## config.mk

```make
export PLATFORM = sky130hd
export DESIGN_NAME = ncd_node_cfg
export DESIGN_NICKNAME = d
export VERILOG_FILES = /design/src/ncd_pkg.sv /design/src/ncd_clk_div.sv /design/src/ncd_link_bank.sv /design/src/ncd_node_cfg.sv
export SDC_FILE = /design/constraint.sdc
export NUM_CORES = 1
export LEC_CHECK = 0
export CAP_MARGIN = 10
export CORE_MARGIN = 2
export CORE_UTILIZATION = 45
export CTS_BUF_LIST = sky130_fd_sc_hd__clkbuf_4 sky130_fd_sc_hd__clkbuf_8 sky130_fd_sc_hd__clkbuf_16
export CTS_CLUSTER_SIZE = 25
export DETAILED_ROUTE_END_ITERATION = 8
export DONT_BUFFER_PORTS = 1
export GPL_TIMING_DRIVEN = 0
export SYNTH_ARGS = -nofsm -noshare
export SYNTH_HDL_FRONTEND = slang
export SYNTH_HIERARCHICAL = 1
export SYNTH_SLANG_ARGS = --single-unit
```

## constraint.sdc

```tcl
create_clock -name clk -period 6.7 [get_ports clk]
set_input_delay 2.01 -clock clk [delete_from_list [all_inputs] [get_ports clk]]
set_output_delay 2.01 -clock clk [all_outputs]
set_load 0.03 [all_outputs]
```

## src/ncd_pkg.sv

```systemverilog
// Constants shared by the node configuration register bank.
// Assumes a word-indexed register port; indices are printed offsets.
package ncd_pkg;

  // ************************************************************
  // Register indices
  // ************************************************************
  localparam logic [7:0] OFF_MEM_CFG = 8'h13;
  localparam logic [7:0] OFF_SHIM_CLK = 8'h14;
  localparam logic [7:0] OFF_PHY_CLK = 8'h15;
  localparam logic [7:0] OFF_DBG_SRC = 8'h1f;
  localparam logic [7:0] OFF_SWITCH_LINK_STATUS_BASE = 8'h20;
  localparam logic [7:0] OFF_PROCESSOR_LINK_STATUS_BASE = 8'h40;

  // ************************************************************
  // Field positions
  // ************************************************************
  localparam int POS_PAD_EN = 0;
  localparam int POS_TILE_SEL = 1;
  localparam int POS_SRC_SEC = 31;
  localparam int POS_DIV_DIS = 16;
  localparam int POS_DBG_PAD = 4;
  localparam int POS_DBG_T1 = 1;
  localparam int POS_DBG_T0 = 0;
  localparam int POS_TYPE_LO = 24;
  localparam int POS_DEST_LO = 16;
  localparam int POS_DIR_LO = 8;
  localparam int POS_NET_LO = 4;
  localparam int POS_JUNK = 2;
  localparam int POS_DST_BUSY = 1;
  localparam int POS_SRC_BUSY = 0;

  // ************************************************************
  // Reset values
  // ************************************************************
  localparam logic RST_PAD_EN = 1'b0;
  localparam logic RST_TILE_SEL = 1'b0;
  localparam logic [2:0] RST_DBG_SRC = 3'h0;
  localparam logic RST_SHIM_SRC_SEC = 1'b0;
  localparam logic RST_SHIM_DIS = 1'b1;
  localparam logic [15:0] RST_SHIM_DIV = 16'h0003;
  localparam logic RST_PHY_SRC_SEC = 1'b1;
  localparam logic RST_PHY_DIS = 1'b1;
  localparam logic [15:0] RST_PHY_DIV = 16'h0000;
  localparam logic [3:0] RST_DIR = 4'h0;
  localparam logic [1:0] RST_NET = 2'h0;

  // Link status word; reserved bits stay zero
  function automatic logic [31:0] status_word(input logic [1:0] typ, input logic [7:0] dest,
                                              input logic [3:0] dir, input logic [1:0] net,
                                              input logic junk, input logic dbusy, input logic sbusy);
    logic [31:0] w;
    w = 32'h0000_0000;
    w[POS_TYPE_LO +: 2] = typ;
    w[POS_DEST_LO +: 8] = dest;
    w[POS_DIR_LO +: 4] = dir;
    w[POS_NET_LO +: 2] = net;
    w[POS_JUNK] = junk;
    w[POS_DST_BUSY] = dbusy;
    w[POS_SRC_BUSY] = sbusy;
    return w;
  endfunction

endpackage

```

## src/ncd_clk_div.sv

```systemverilog
// Programmable divider clocked by clk, advanced by PLL tick pulses.
// Assumes core_tick and sec_tick are one-cycle pulses synchronous to clk.
`timescale 1ns/1ps
module ncd_clk_div (
  input wire logic clk,
  input wire logic nrst,
  input wire logic dis,
  input wire logic sel_sec,
  input wire logic [15:0] div_x,
  input wire logic core_tick,
  input wire logic sec_tick,
  output logic clk_out
);
  logic [15:0] cnt_q;
  logic out_q;
  logic tick;
  logic wrap;

  assign tick = sel_sec ? sec_tick : core_tick;
  assign wrap = (cnt_q >= div_x);
  assign clk_out = out_q;

  // Half period of X+1 ticks gives a full period of 2(X+1)
  always_ff @(posedge clk) begin
    if (!nrst || dis) begin
      cnt_q <= 16'h0000;
      out_q <= 1'b0;
    end else if (tick && wrap) begin
      cnt_q <= 16'h0000;
      out_q <= ~out_q;
    end else if (tick) begin
      cnt_q <= cnt_q + 16'h0001;
    end
  end
endmodule // ncd_clk_div

```

## src/ncd_link_bank.sv

```systemverilog
// Bank of per-link status, direction and network registers.
// Assumes status inputs are live levels from the switch, synchronous to clk.
`timescale 1ns/1ps
module ncd_link_bank #(
  parameter int N = 8,
  parameter bit HAS_DIR = 1'b1
) (
  input wire logic clk,
  input wire logic nrst,
  input wire logic wr_en,
  input wire logic [2:0] idx,
  input wire logic [31:0] wdata,
  input wire logic [2*N-1:0] target_type,
  input wire logic [8*N-1:0] dest_link,
  input wire logic [N-1:0] junk,
  input wire logic [N-1:0] dst_busy,
  input wire logic [N-1:0] src_busy,
  output logic [31:0] rdata,
  output logic [4*N-1:0] direction,
  output logic [2*N-1:0] network
);
  logic [3:0] dir_q [N];
  logic [1:0] net_q [N];
  logic [3:0] dir_rd;

  if (N != 8) begin : g_chk
    $error("ncd_link_bank serves exactly eight links");
  end

  assign dir_rd = HAS_DIR ? dir_q[idx] : 4'h0;
  assign rdata = ncd_pkg::status_word(target_type[2*idx +: 2], dest_link[8*idx +: 8], dir_rd,
                                      net_q[idx], junk[idx], dst_busy[idx], src_busy[idx]);

  for (genvar i = 0; i < N; i++) begin : g_link
    assign direction[4*i +: 4] = dir_q[i];
    assign network[2*i +: 2] = net_q[i];
    always_ff @(posedge clk) begin
      if (!nrst) begin
        dir_q[i] <= ncd_pkg::RST_DIR;
        net_q[i] <= ncd_pkg::RST_NET;
      end else if (wr_en && idx == 3'(i)) begin
        dir_q[i] <= HAS_DIR ? wdata[ncd_pkg::POS_DIR_LO +: 4] : ncd_pkg::RST_DIR;
        net_q[i] <= wdata[ncd_pkg::POS_NET_LO +: 2];
      end
    end
  end
endmodule // ncd_link_bank

```

## src/ncd_node_cfg.sv

```systemverilog
// Node configuration register bank: memory-controller pads, camera clock
// dividers, debug-event source and link status for sixteen links.
// Assumes a plain register port with word indices and inputs synchronous to clk.
//
// Functional notes
// - Config bit 0 set connects the memory controller to its pads.
// - Config bit 1 picks which processor tile reaches the memory controller.
// - Shim divider uses secondary PLL when bit 31 set, core PLL otherwise.
// - Shim divider disabled while bit 16 is one, its reset value.
// - Shim divider outputs input over 2(X+1); X resets to three.
// - PHY divider source select bit 31, secondary when set, resets to one.
// - PHY divider disabled while bit 16 is one, its reset value.
// - PHY divider outputs input over 2(X+1); X resets to zero.
// - Debug source register holds requester of latest debug event.
// - Debug source bit 4 marks the external pin as cause.
// - Debug source bits 1 and 0 mark second and first tile.
// - Eight switch-link registers start at index 0x20.
// - Bits 25:24 report current target type of each link.
// - Bits 23:16 report destination link number while in use.
// - Bits 11:8 of switch-link registers hold writable direction, reset zero.
// - Bits 5:4 hold writable network number, reset zero.
// - Bit 2 reads one while current packet is junk.
// - Bit 1 shows destination side busy, bit 0 source side busy.
// - Eight processor-link registers at 0x40 to 0x47, no direction field.
//
// The strobed register port was chosen for this implementation.
`timescale 1ns/1ps
module ncd_node_cfg (
  input wire logic clk,
  input wire logic nrst,
  // Register port
  input wire logic [7:0] reg_addr,
  input wire logic [31:0] reg_wdata,
  input wire logic reg_wr,
  input wire logic reg_rd,
  output logic [31:0] reg_rdata,
  // PLL ticks
  input wire logic core_pll_tick,
  input wire logic sec_pll_tick,
  // Debug requesters
  input wire logic dbg_evt_tile0,
  input wire logic dbg_evt_tile1,
  input wire logic dbg_evt_pad,
  // Switch-link status
  input wire logic [15:0] sl_target_type,
  input wire logic [63:0] sl_dest_link,
  input wire logic [7:0] sl_junk,
  input wire logic [7:0] sl_dst_busy,
  input wire logic [7:0] sl_src_busy,
  // Processor-link status
  input wire logic [15:0] pl_target_type,
  input wire logic [63:0] pl_dest_link,
  input wire logic [7:0] pl_junk,
  input wire logic [7:0] pl_dst_busy,
  input wire logic [7:0] pl_src_busy,
  // Memory-controller pad and mux control
  output logic mem_pad_en,
  output logic mem_tile_sel,
  // Divided clocks
  output logic shim_clk,
  output logic phy_clk,
  // Link configuration
  output logic [31:0] sl_direction,
  output logic [15:0] sl_network,
  output logic [15:0] pl_network
);

  // ************************************************************
  // Address decode
  // ************************************************************
  logic hit_mem;
  logic hit_shim;
  logic hit_phy;
  logic hit_dbg;
  logic hit_sl;
  logic hit_pl;
  logic [2:0] link_idx;

  assign hit_mem = (reg_addr == ncd_pkg::OFF_MEM_CFG);
  assign hit_shim = (reg_addr == ncd_pkg::OFF_SHIM_CLK);
  assign hit_phy = (reg_addr == ncd_pkg::OFF_PHY_CLK);
  assign hit_dbg = (reg_addr == ncd_pkg::OFF_DBG_SRC);
  assign hit_sl = (reg_addr[7:3] == ncd_pkg::OFF_SWITCH_LINK_STATUS_BASE[7:3]);
  assign hit_pl = (reg_addr[7:3] == ncd_pkg::OFF_PROCESSOR_LINK_STATUS_BASE[7:3]);
  assign link_idx = reg_addr[2:0];

  // ************************************************************
  // Write strobes
  // ************************************************************
  logic wr_mem;
  logic wr_shim;
  logic wr_phy;
  logic wr_dbg;
  logic wr_sl;
  logic wr_pl;

  assign wr_mem = reg_wr && hit_mem;
  assign wr_shim = reg_wr && hit_shim;
  assign wr_phy = reg_wr && hit_phy;
  assign wr_dbg = reg_wr && hit_dbg;
  assign wr_sl = reg_wr && hit_sl;
  assign wr_pl = reg_wr && hit_pl;

  // ************************************************************
  // Memory-controller configuration
  // ************************************************************
  logic pad_en_q;
  logic pad_en_d;
  logic tile_sel_q;
  logic tile_sel_d;

  assign pad_en_d = wr_mem ? reg_wdata[ncd_pkg::POS_PAD_EN] : pad_en_q;
  assign tile_sel_d = wr_mem ? reg_wdata[ncd_pkg::POS_TILE_SEL] : tile_sel_q;

  // Controller starts isolated from its pads
  // Tile select only matters once the pads are connected
  always_ff @(posedge clk) begin
    if (!nrst) begin
      pad_en_q <= ncd_pkg::RST_PAD_EN;
      tile_sel_q <= ncd_pkg::RST_TILE_SEL;
    end else begin
      pad_en_q <= pad_en_d;
      tile_sel_q <= tile_sel_d;
    end
  end

  assign mem_pad_en = pad_en_q;
  assign mem_tile_sel = tile_sel_q;

  // ************************************************************
  // Camera-shim clock divider register
  // ************************************************************
  logic shim_sec_q;
  logic shim_sec_d;
  logic shim_dis_q;
  logic shim_dis_d;
  logic [15:0] shim_div_q;
  logic [15:0] shim_div_d;

  assign shim_sec_d = wr_shim ? reg_wdata[ncd_pkg::POS_SRC_SEC] : shim_sec_q;
  assign shim_dis_d = wr_shim ? reg_wdata[ncd_pkg::POS_DIV_DIS] : shim_dis_q;
  assign shim_div_d = wr_shim ? reg_wdata[15:0] : shim_div_q;

  always_ff @(posedge clk) begin
    if (!nrst) begin
      shim_sec_q <= ncd_pkg::RST_SHIM_SRC_SEC;
      shim_dis_q <= ncd_pkg::RST_SHIM_DIS;
      shim_div_q <= ncd_pkg::RST_SHIM_DIV;
    end else begin
      shim_sec_q <= shim_sec_d;
      shim_dis_q <= shim_dis_d;
      shim_div_q <= shim_div_d;
    end
  end

  // ************************************************************
  // Camera-PHY clock divider register
  // ************************************************************
  logic phy_sec_q;
  logic phy_sec_d;
  logic phy_dis_q;
  logic phy_dis_d;
  logic [15:0] phy_div_q;
  logic [15:0] phy_div_d;

  assign phy_sec_d = wr_phy ? reg_wdata[ncd_pkg::POS_SRC_SEC] : phy_sec_q;
  assign phy_dis_d = wr_phy ? reg_wdata[ncd_pkg::POS_DIV_DIS] : phy_dis_q;
  assign phy_div_d = wr_phy ? reg_wdata[15:0] : phy_div_q;

  always_ff @(posedge clk) begin
    if (!nrst) begin
      phy_sec_q <= ncd_pkg::RST_PHY_SRC_SEC;
      phy_dis_q <= ncd_pkg::RST_PHY_DIS;
      phy_div_q <= ncd_pkg::RST_PHY_DIV;
    end else begin
      phy_sec_q <= phy_sec_d;
      phy_dis_q <= phy_dis_d;
      phy_div_q <= phy_div_d;
    end
  end

  // ************************************************************
  // Divider instances
  // ************************************************************
  // Changing the divide value mid-run applies to the current half period;
  // a smaller value wraps at once since the count compares with >=.
  // shim divider
  ncd_clk_div u_shim_div (
    .clk(clk),
    .nrst(nrst),
    .dis(shim_dis_q),
    .sel_sec(shim_sec_q),
    .div_x(shim_div_q),
    .core_tick(core_pll_tick),
    .sec_tick(sec_pll_tick),
    .clk_out(shim_clk)
  );

  ncd_clk_div u_phy_div (
    .clk(clk),
    .nrst(nrst),
    .dis(phy_dis_q),
    .sel_sec(phy_sec_q),
    .div_x(phy_div_q),
    .core_tick(core_pll_tick),
    .sec_tick(sec_pll_tick),
    .clk_out(phy_clk)
  );

  // ************************************************************
  // Debug-event source
  // ************************************************************
  logic [2:0] dbg_src_q;
  logic [2:0] dbg_src_d;
  logic dbg_evt;
  logic [2:0] dbg_evt_vec;
  logic [2:0] dbg_wr_vec;

  assign dbg_evt_vec = {dbg_evt_pad, dbg_evt_tile1, dbg_evt_tile0};
  assign dbg_evt = |dbg_evt_vec;
  assign dbg_wr_vec = {reg_wdata[ncd_pkg::POS_DBG_PAD], reg_wdata[ncd_pkg::POS_DBG_T1],
                       reg_wdata[ncd_pkg::POS_DBG_T0]};

  // tile and pad source bits
  // Event beats a same-cycle software write so no cause is lost
  // Software may clear the record by writing zeros between events
  assign dbg_src_d = dbg_evt ? dbg_evt_vec : (wr_dbg ? dbg_wr_vec : dbg_src_q);

  always_ff @(posedge clk) begin
    if (!nrst) begin
      dbg_src_q <= ncd_pkg::RST_DBG_SRC;
    end else begin
      dbg_src_q <= dbg_src_d;
    end
  end

  // ************************************************************
  // Link register banks
  // ************************************************************
  logic [31:0] sl_rdata;
  logic [31:0] pl_rdata;

  ncd_link_bank #(
    .N(8),
    .HAS_DIR(1'b1)
  ) u_sl_bank (
    .clk(clk),
    .nrst(nrst),
    .wr_en(wr_sl),
    .idx(link_idx),
    .wdata(reg_wdata),
    .target_type(sl_target_type),
    .dest_link(sl_dest_link),
    .junk(sl_junk),
    .dst_busy(sl_dst_busy),
    .src_busy(sl_src_busy),
    .rdata(sl_rdata),
    .direction(sl_direction),
    .network(sl_network)
  );

  ncd_link_bank #(
    .N(8),
    .HAS_DIR(1'b0)
  ) u_pl_bank (
    .clk(clk),
    .nrst(nrst),
    .wr_en(wr_pl),
    .idx(link_idx),
    .wdata(reg_wdata),
    .target_type(pl_target_type),
    .dest_link(pl_dest_link),
    .junk(pl_junk),
    .dst_busy(pl_dst_busy),
    .src_busy(pl_src_busy),
    .rdata(pl_rdata),
    .direction(),
    .network(pl_network)
  );

  // ************************************************************
  // Read path
  // ************************************************************
  logic [31:0] mem_word;
  logic [31:0] shim_word;
  logic [31:0] phy_word;
  logic [31:0] dbg_word;
  logic [31:0] rd_sel;
  logic [31:0] rdata_q;
  logic [31:0] rdata_d;

  // reserved bits zero
  // Link status is live: a read shows the inputs of the read cycle,
  // so software must not expect two reads to agree while traffic flows.
  assign mem_word = {30'h0, tile_sel_q, pad_en_q};
  assign shim_word = {shim_sec_q, 14'h0, shim_dis_q, shim_div_q};
  assign phy_word = {phy_sec_q, 14'h0, phy_dis_q, phy_div_q};
  assign dbg_word = {27'h0, dbg_src_q[2], 2'h0, dbg_src_q[1:0]};

  // Unmapped indices read as zero
  assign rd_sel = hit_mem ? mem_word :
                  hit_shim ? shim_word :
                  hit_phy ? phy_word :
                  hit_dbg ? dbg_word :
                  hit_sl ? sl_rdata :
                  hit_pl ? pl_rdata :
                  32'h0000_0000;

  // Data stands for one cycle only, zero otherwise
  assign rdata_d = reg_rd ? rd_sel : 32'h0000_0000;

  always_ff @(posedge clk) begin
    if (!nrst) begin
      rdata_q <= 32'h0000_0000;
    end else begin
      rdata_q <= rdata_d;
    end
  end

  assign reg_rdata = rdata_q;

endmodule // ncd_node_cfg

```

==> run_results.csv, run 1 <==
group,metric,value,unit
job,drv_cap,0,
pwr,cellPowerDensity,216,nW/µm²
floorplanning,core,22800,µm²
pwr,irDropWorstVdd,0.000181,V
floorplanning,die_h,157,µm
critical_path,worstPathRequired,6.80,ns
floorplanning,num_rows,55,
synthesis,synthesis.instances,1088,
global_routing,grt_pass1_wl,55200,µm
critical_path,crit_fanout,10,
clocking,clockBufferDepth,2,
pwr,seq_power_share,46.4,%
floorplanning,initial_core_util,46.2,%
detailed_routing,dr.pass1.iters,7,
detailed_routing,drc,0,
global_routing,grt_antenna_before_repair,12,
critical_path,r2r-end,"u_shim_div/clk_out",
global_routing,grt_max_degree,20,
pwr,swShare,28.7,%
outcome,outcome,"finished, final reports clean",
synthesis,yosysWarnings,6,
critical_path,reg2reg_setup_slack,4.23,ns
clocking,cts_root_buffer,"clkbuf_16",
floorplanning,die_area,24600,µm²
global_routing,grt_pass1_vias,8611,
placed_design,gp_congestion,0.947,
cells_and_area,area.growth.synth_to_final,11.0,%
detailed_routing,drt_iter0_markers,990,
clocking,post_cts_buffers,0,
critical_path,timing.rr.start,"shim_div_q[15]",
cells_and_area,instances_no_fill,1469,
clocking,clk_latency,0.45,ns
timing,final_max_slew_viol_count,0,
placed_design,place_hpwl,30700,µm
detailed_routing,wl,38800,µm
detailed_routing,num_vias,9000,
timing,tightest_slew,1.12,ns
timing,grt_setup_unrepaired,"false",
detailed_routing,routedWlPerCell,26.4,µm
cells_and_area,layout-drive-gt1-share,17.1,%
timing,slew_headroom,24.3,%
detailed_routing,top_layer,"met5",
hold_path,worstHoldPathType,"reg2reg",
critical_path,cp-start-kind,"input pin",
timing,finalCritPeriodShare,59.8,%
clocking,numCtsBuffers,17,
critical_path,crit_end,"u_pl_bank/net_q[0][1]",
global_routing,grt_usage,31.0,%
placed_design,place_inst,1429,
synthesis,syn-mean-instance-area,9.67,µm²
clocking,cts-hold-fix-buffers,0,
timing,setup_viol,0,
pwr,comb_power_share,10.6,%
detailed_routing,ant_nets,0,
detailed_routing,viasPerCell,6.13,
timing,fin_setup_tns,0,ns
synthesis,synthesis.area,10500,µm²
critical_path,crit_path_end_kind,"flip-flop",
detailed_routing,wl_met2,18500,µm
floorplanning,pin_count,357,
clocking,clk_pin_slew_worst_paths,0.07,ns
clocking,cts_tree,"yes",
clocking,cts_resized,0,
pwr,p_leak,4.11,nW
pwr,pwr-share-clk,43.0,%
timing,fmax,249,MHz
cells_and_area,fin_nets,1426,
detailed_routing,dr_wl_met3,3430,µm
detailed_routing,met1_length,14500,µm
timing,hold_viol,0,
clocking,htreeDepth,4,
timing,layout_min_cycle_time,4.01,ns
floorplanning,die_x,157,µm
timing,finalClockSkew,0.0163,ns
pwr,intPower,0.00180,W
critical_path,critPathArrivalTime,4.11,ns
clocking,cts.sinks,171,
critical_path,worstSetupStartpoint,"reg_addr[3]",
cells_and_area,fill_cells,2125,
global_routing,gr-total-overflow,0,
placed_design,io_buffers,0,
pwr,p_sw,0.000722,W
critical_path,critPathKind,"in2reg",
critical_path,rr_worst_depth,7,
## registers in the layout, summed over array words and instances (netlist names)
name,flops
reg_rdata,32
u_sl_bank/dir_q,32
phy_div_q,16
shim_div_q,16
u_phy_div/cnt_q,16
u_pl_bank/net_q,16
u_shim_div/cnt_q,16
u_sl_bank/net_q,16
dbg_src_q,3
mem_pad_en,1
mem_tile_sel,1
phy_dis_q,1
phy_sec_q,1
shim_dis_q,1
shim_sec_q,1
u_phy_div/clk_out,1
u_shim_div/clk_out,1
## critical path, stage by stage
cell and delay [ns]:
buf_2 0.16, nor3_1 0.29, and3b_1 0.20, clkbuf_1 0.23
clkbuf_1 0.42, and2_1 0.33, nand2b_1 0.14, o21ai_0 0.34
## per-layer routing
| metal | GRT usage [%] | up-vias |
|---|---|---|
| li1 | - | 4075 |
| met1 | 36.5 | 4268 |
| met2 | 53.1 | 542 |
| met3 | 6.99 | 111 |
| met4 | 15.7 | 4 |
| met5 | 0 | - |
## layout by cell type, fill, tap and decap left out, types with 10 or more instances in the layout
master and count:
a211oi_1 16, a21oi_1 19, a221oi_1 10, a22oi_1 31, and2_1 50, buf_1 10, buf_2 24, buf_4 35
clkbuf_1 29, clkbuf_16 17, conb_1 30, dfxtp_1 107, edfxtp_1 64, ha_1 34, inv_1 46, mux2_2 60
mux2i_1 45, mux4_2 17, nand2_1 54, nand2b_1 14, nand3_1 50, nand4_1 14, nor2_1 64, nor2b_1 13
nor3_1 60, o21ai_0 45, o21ai_1 14, o22ai_1 32, o2bb2ai_1 12, o32ai_1 10, xnor2_1 22
## cell type report
cell class	count	area [µm²]	share of cell area [%]
Sequential cell	171	4060	34.8
Tap cell	313	392	3.35
Multi-Input combinational cell	794	5780	49.5
Clock buffer	17	425	3.64
Buffer	105	612	5.24
Antenna cell	8	20.0	0.171
Clock inverter	15	214	1.83
Inverter	46	173	1.48
## stage by stage
stage	power [W]	setup slack [ns]	hold slack, ns	cell area [µm²]	util (%)
CTS	0.00253	2.76	0.491	11700	51.2
global placement	0.00145	2.33	0.472	11000	48.4
floorplan	0.00137	2.86	0.446	10600	-
global route	0.00258	2.53	0.511	11700	51.3
detailed placement	0.00145	2.30	0.480	11000	48.4
finish	0.00252	2.69	0.487	11700	51.3
## power groups by stage
stage / logic, W / registers [W] / clock network, W
after floorplan: 0.000193 / 0.00118 / 0
after global placement: 0.000261 / 0.00119 / 0
after detailed placement: 0.000261 / 0.00119 / 0
after CTS: 0.000262 / 0.00117 / 0.00110
after global routing: 0.000284 / 0.00117 / 0.00113
final: 0.000267 / 0.00117 / 0.00108
## worst min-delay path by stage
stage                       start             to  depth (start not counted)
finish               phy_div_q[2]   phy_div_q[2]                          2
global route         phy_div_q[1]   phy_div_q[1]                          2
CTS                  phy_div_q[2]   phy_div_q[2]                          2
detailed placement   phy_div_q[2]   phy_div_q[2]                          2
global placement    shim_div_q[6]  shim_div_q[6]                          2
floorplan            phy_div_q[1]   phy_div_q[1]                          2
No activity file was read; power rests on OpenSTA's default activity.
==> run 2: changes to the inputs <==
Settings changed: ABC_AREA set to 1.
Clock period 6.7 ns to 3.3 ns, I/O delays scaled along.
==> run_results.csv, run 2 <==
group,metric,value,unit
detailed_routing,drc,0,
global_routing,grt_pass1_wl,59200,µm
floorplanning,initial_core_util,45.9,%
detailed_routing,dr_wl_met3,3920,µm
cells_and_area,utilization,50.3,%
cells_and_area,layout-drive-gt1-share,10.5,%
cells_and_area,most-common-layout-cells,"nand2_1, nor2_1, dfxtp_1, inv_1, a21oi_1",
cells_and_area,fin_nets,2144,
pwr,fin_total_pwr,0.00507,W
detailed_routing,num_vias,11202,
timing,grt_setup_unrepaired,"false",
floorplanning,die_area,27000,µm²
global_routing,grt_antenna_before_repair,0,
critical_path,reg2reg_setup_slack,1.36,ns
pwr,irDropWorstVdd,0.000262,V
synthesis,synthesis.instances,1806,
timing,tightest_slew,0.928,ns
detailed_routing,wl_met2,18000,µm
timing,layout_min_cycle_time,2.57,ns
timing,finalClockSkew,0.00688,ns
synthesis,synthesis.area,11600,µm²
clocking,cts_tree,"yes",
cells_and_area,n_antenna_cell,0,
hold_path,min-delay-start,"shim_div_q[8]",
clocking,cts.sinks,171,
floorplanning,core,25300,µm²
timing,slew_headroom,37.5,%
synthesis,syn-mean-instance-area,6.41,µm²
critical_path,rr_worst_depth,14,
job,drv_cap,0,
floorplanning,die_h,164,µm
clocking,clk_pin_slew_worst_paths,0.07,ns
hold_path,worstHoldPathType,"reg2reg",
detailed_routing,routedWlPerCell,18.0,µm
pwr,p_leak,6.21,nW
timing,fin_setup_tns,0,ns
timing,final_max_slew_viol_count,0,
detailed_routing,dr.pass1.iters,7,
floorplanning,pin_count,357,
critical_path,crit_fanout,6,
placed_design,dpl_cell_area,12100,µm²
detailed_routing,top_layer,"met4",
global_routing,gr-total-overflow,0,
clocking,cts_root_buffer,"clkbuf_16",
placed_design,io_buffers,0,
timing,hold_viol,0,
clocking,numCtsBuffers,17,
critical_path,worstPathRequired,3.37,ns
placed_design,gp_congestion,0.999,
timing,fmax,389,MHz
placed_design,place_hpwl,31300,µm
detailed_routing,met1_length,16700,µm
critical_path,timing.rr.start,"shim_div_q[7]",
detailed_routing,ant_nets,0,
clocking,htreeDepth,4,
cells_and_area,area.growth.synth_to_final,9.66,%
clocking,cts_resized,0,
critical_path,cp-start-kind,"input pin",
critical_path,critPathKind,"in2reg",
global_routing,grt_pass1_vias,10609,
critical_path,worstSetupStartpoint,"reg_wr",
clocking,post_cts_buffers,0,
cells_and_area,fin_area,12700,µm²
clocking,clk_latency,0.44,ns
global_routing,grt_max_degree,18,
critical_path,critPathArrivalTime,2.64,ns
cells_and_area,final_common_cell,"nand2_1",
timing,setup_viol,0,
critical_path,crit_path_end_kind,"flip-flop",
floorplanning,die_x,164,µm
critical_path,crit_end,"u_sl_bank/net_q[7][1]",
cells_and_area,fill_cells,2634,
critical_path,r2r-end,"u_shim_div/cnt_q[5]",
floorplanning,num_rows,58,
synthesis,yosysWarnings,6,
global_routing,grt_usage,29.1,%
detailed_routing,wl,39500,µm
clocking,clockBufferDepth,2,
detailed_routing,viasPerCell,5.10,
timing,finalCritPeriodShare,77.9,%
pwr,cellPowerDensity,399,nW/µm²
clocking,cts-hold-fix-buffers,0,
detailed_routing,drt_iter0_markers,794,
outcome,outcome,"finished, final reports clean",
## run 2: how the worst min path moves through the flow
stage                    endpoint  depth (start not counted)
detailed placement  shim_div_q[6]                          2
global route         phy_div_q[6]                          2
CTS                 shim_div_q[8]                          2
global placement     phy_div_q[5]                          2
finish              shim_div_q[8]                          2
floorplan            dbg_src_q[1]                          2
## run 2: cell type report
type / instances / area [µm²] / share of cell area, %
Buffer: 107 / 747 / 5.88
Clock buffer: 20 / 483 / 3.80
Clock inverter: 12 / 118 / 0.926
Inverter: 120 / 470 / 3.70
Multi-Input combinational cell: 1436 / 6410 / 50.4
Sequential cell: 171 / 4060 / 32.0
Tap cell: 330 / 413 / 3.25
## run 2: report_power, final
group          internal (W)  switching, W
Sequential          0.00223      0.000133
Clock               0.00110      0.000970
Combinational      0.000204      0.000434
## run 2: metrics by stage
step                      setup WS, ns  cells  hold WS, ns
after floorplan                  0.947   1834        0.440
after global placement           0.352   2164        0.469
after detailed placement         0.353   2164        0.474
after CTS                        0.794   2196        0.484
after global routing             0.694   2196        0.503
final                            0.728   2196        0.483
## run 2: worst max-delay path: stages
cell	delay (ns)
clkbuf_2	0.22
inv_1	0.18
nor2_1	0.34
nand2_1	0.15
o21ai_0	0.75
## run 2: layer usage
layer | GRT usage, % | vias to the layer above
li1 | - | 5600
met1 | 36.9 | 5056
met2 | 47.8 | 480
met3 | 8.34 | 66
met4 | 9.33 | 0
met5 | 0 | -
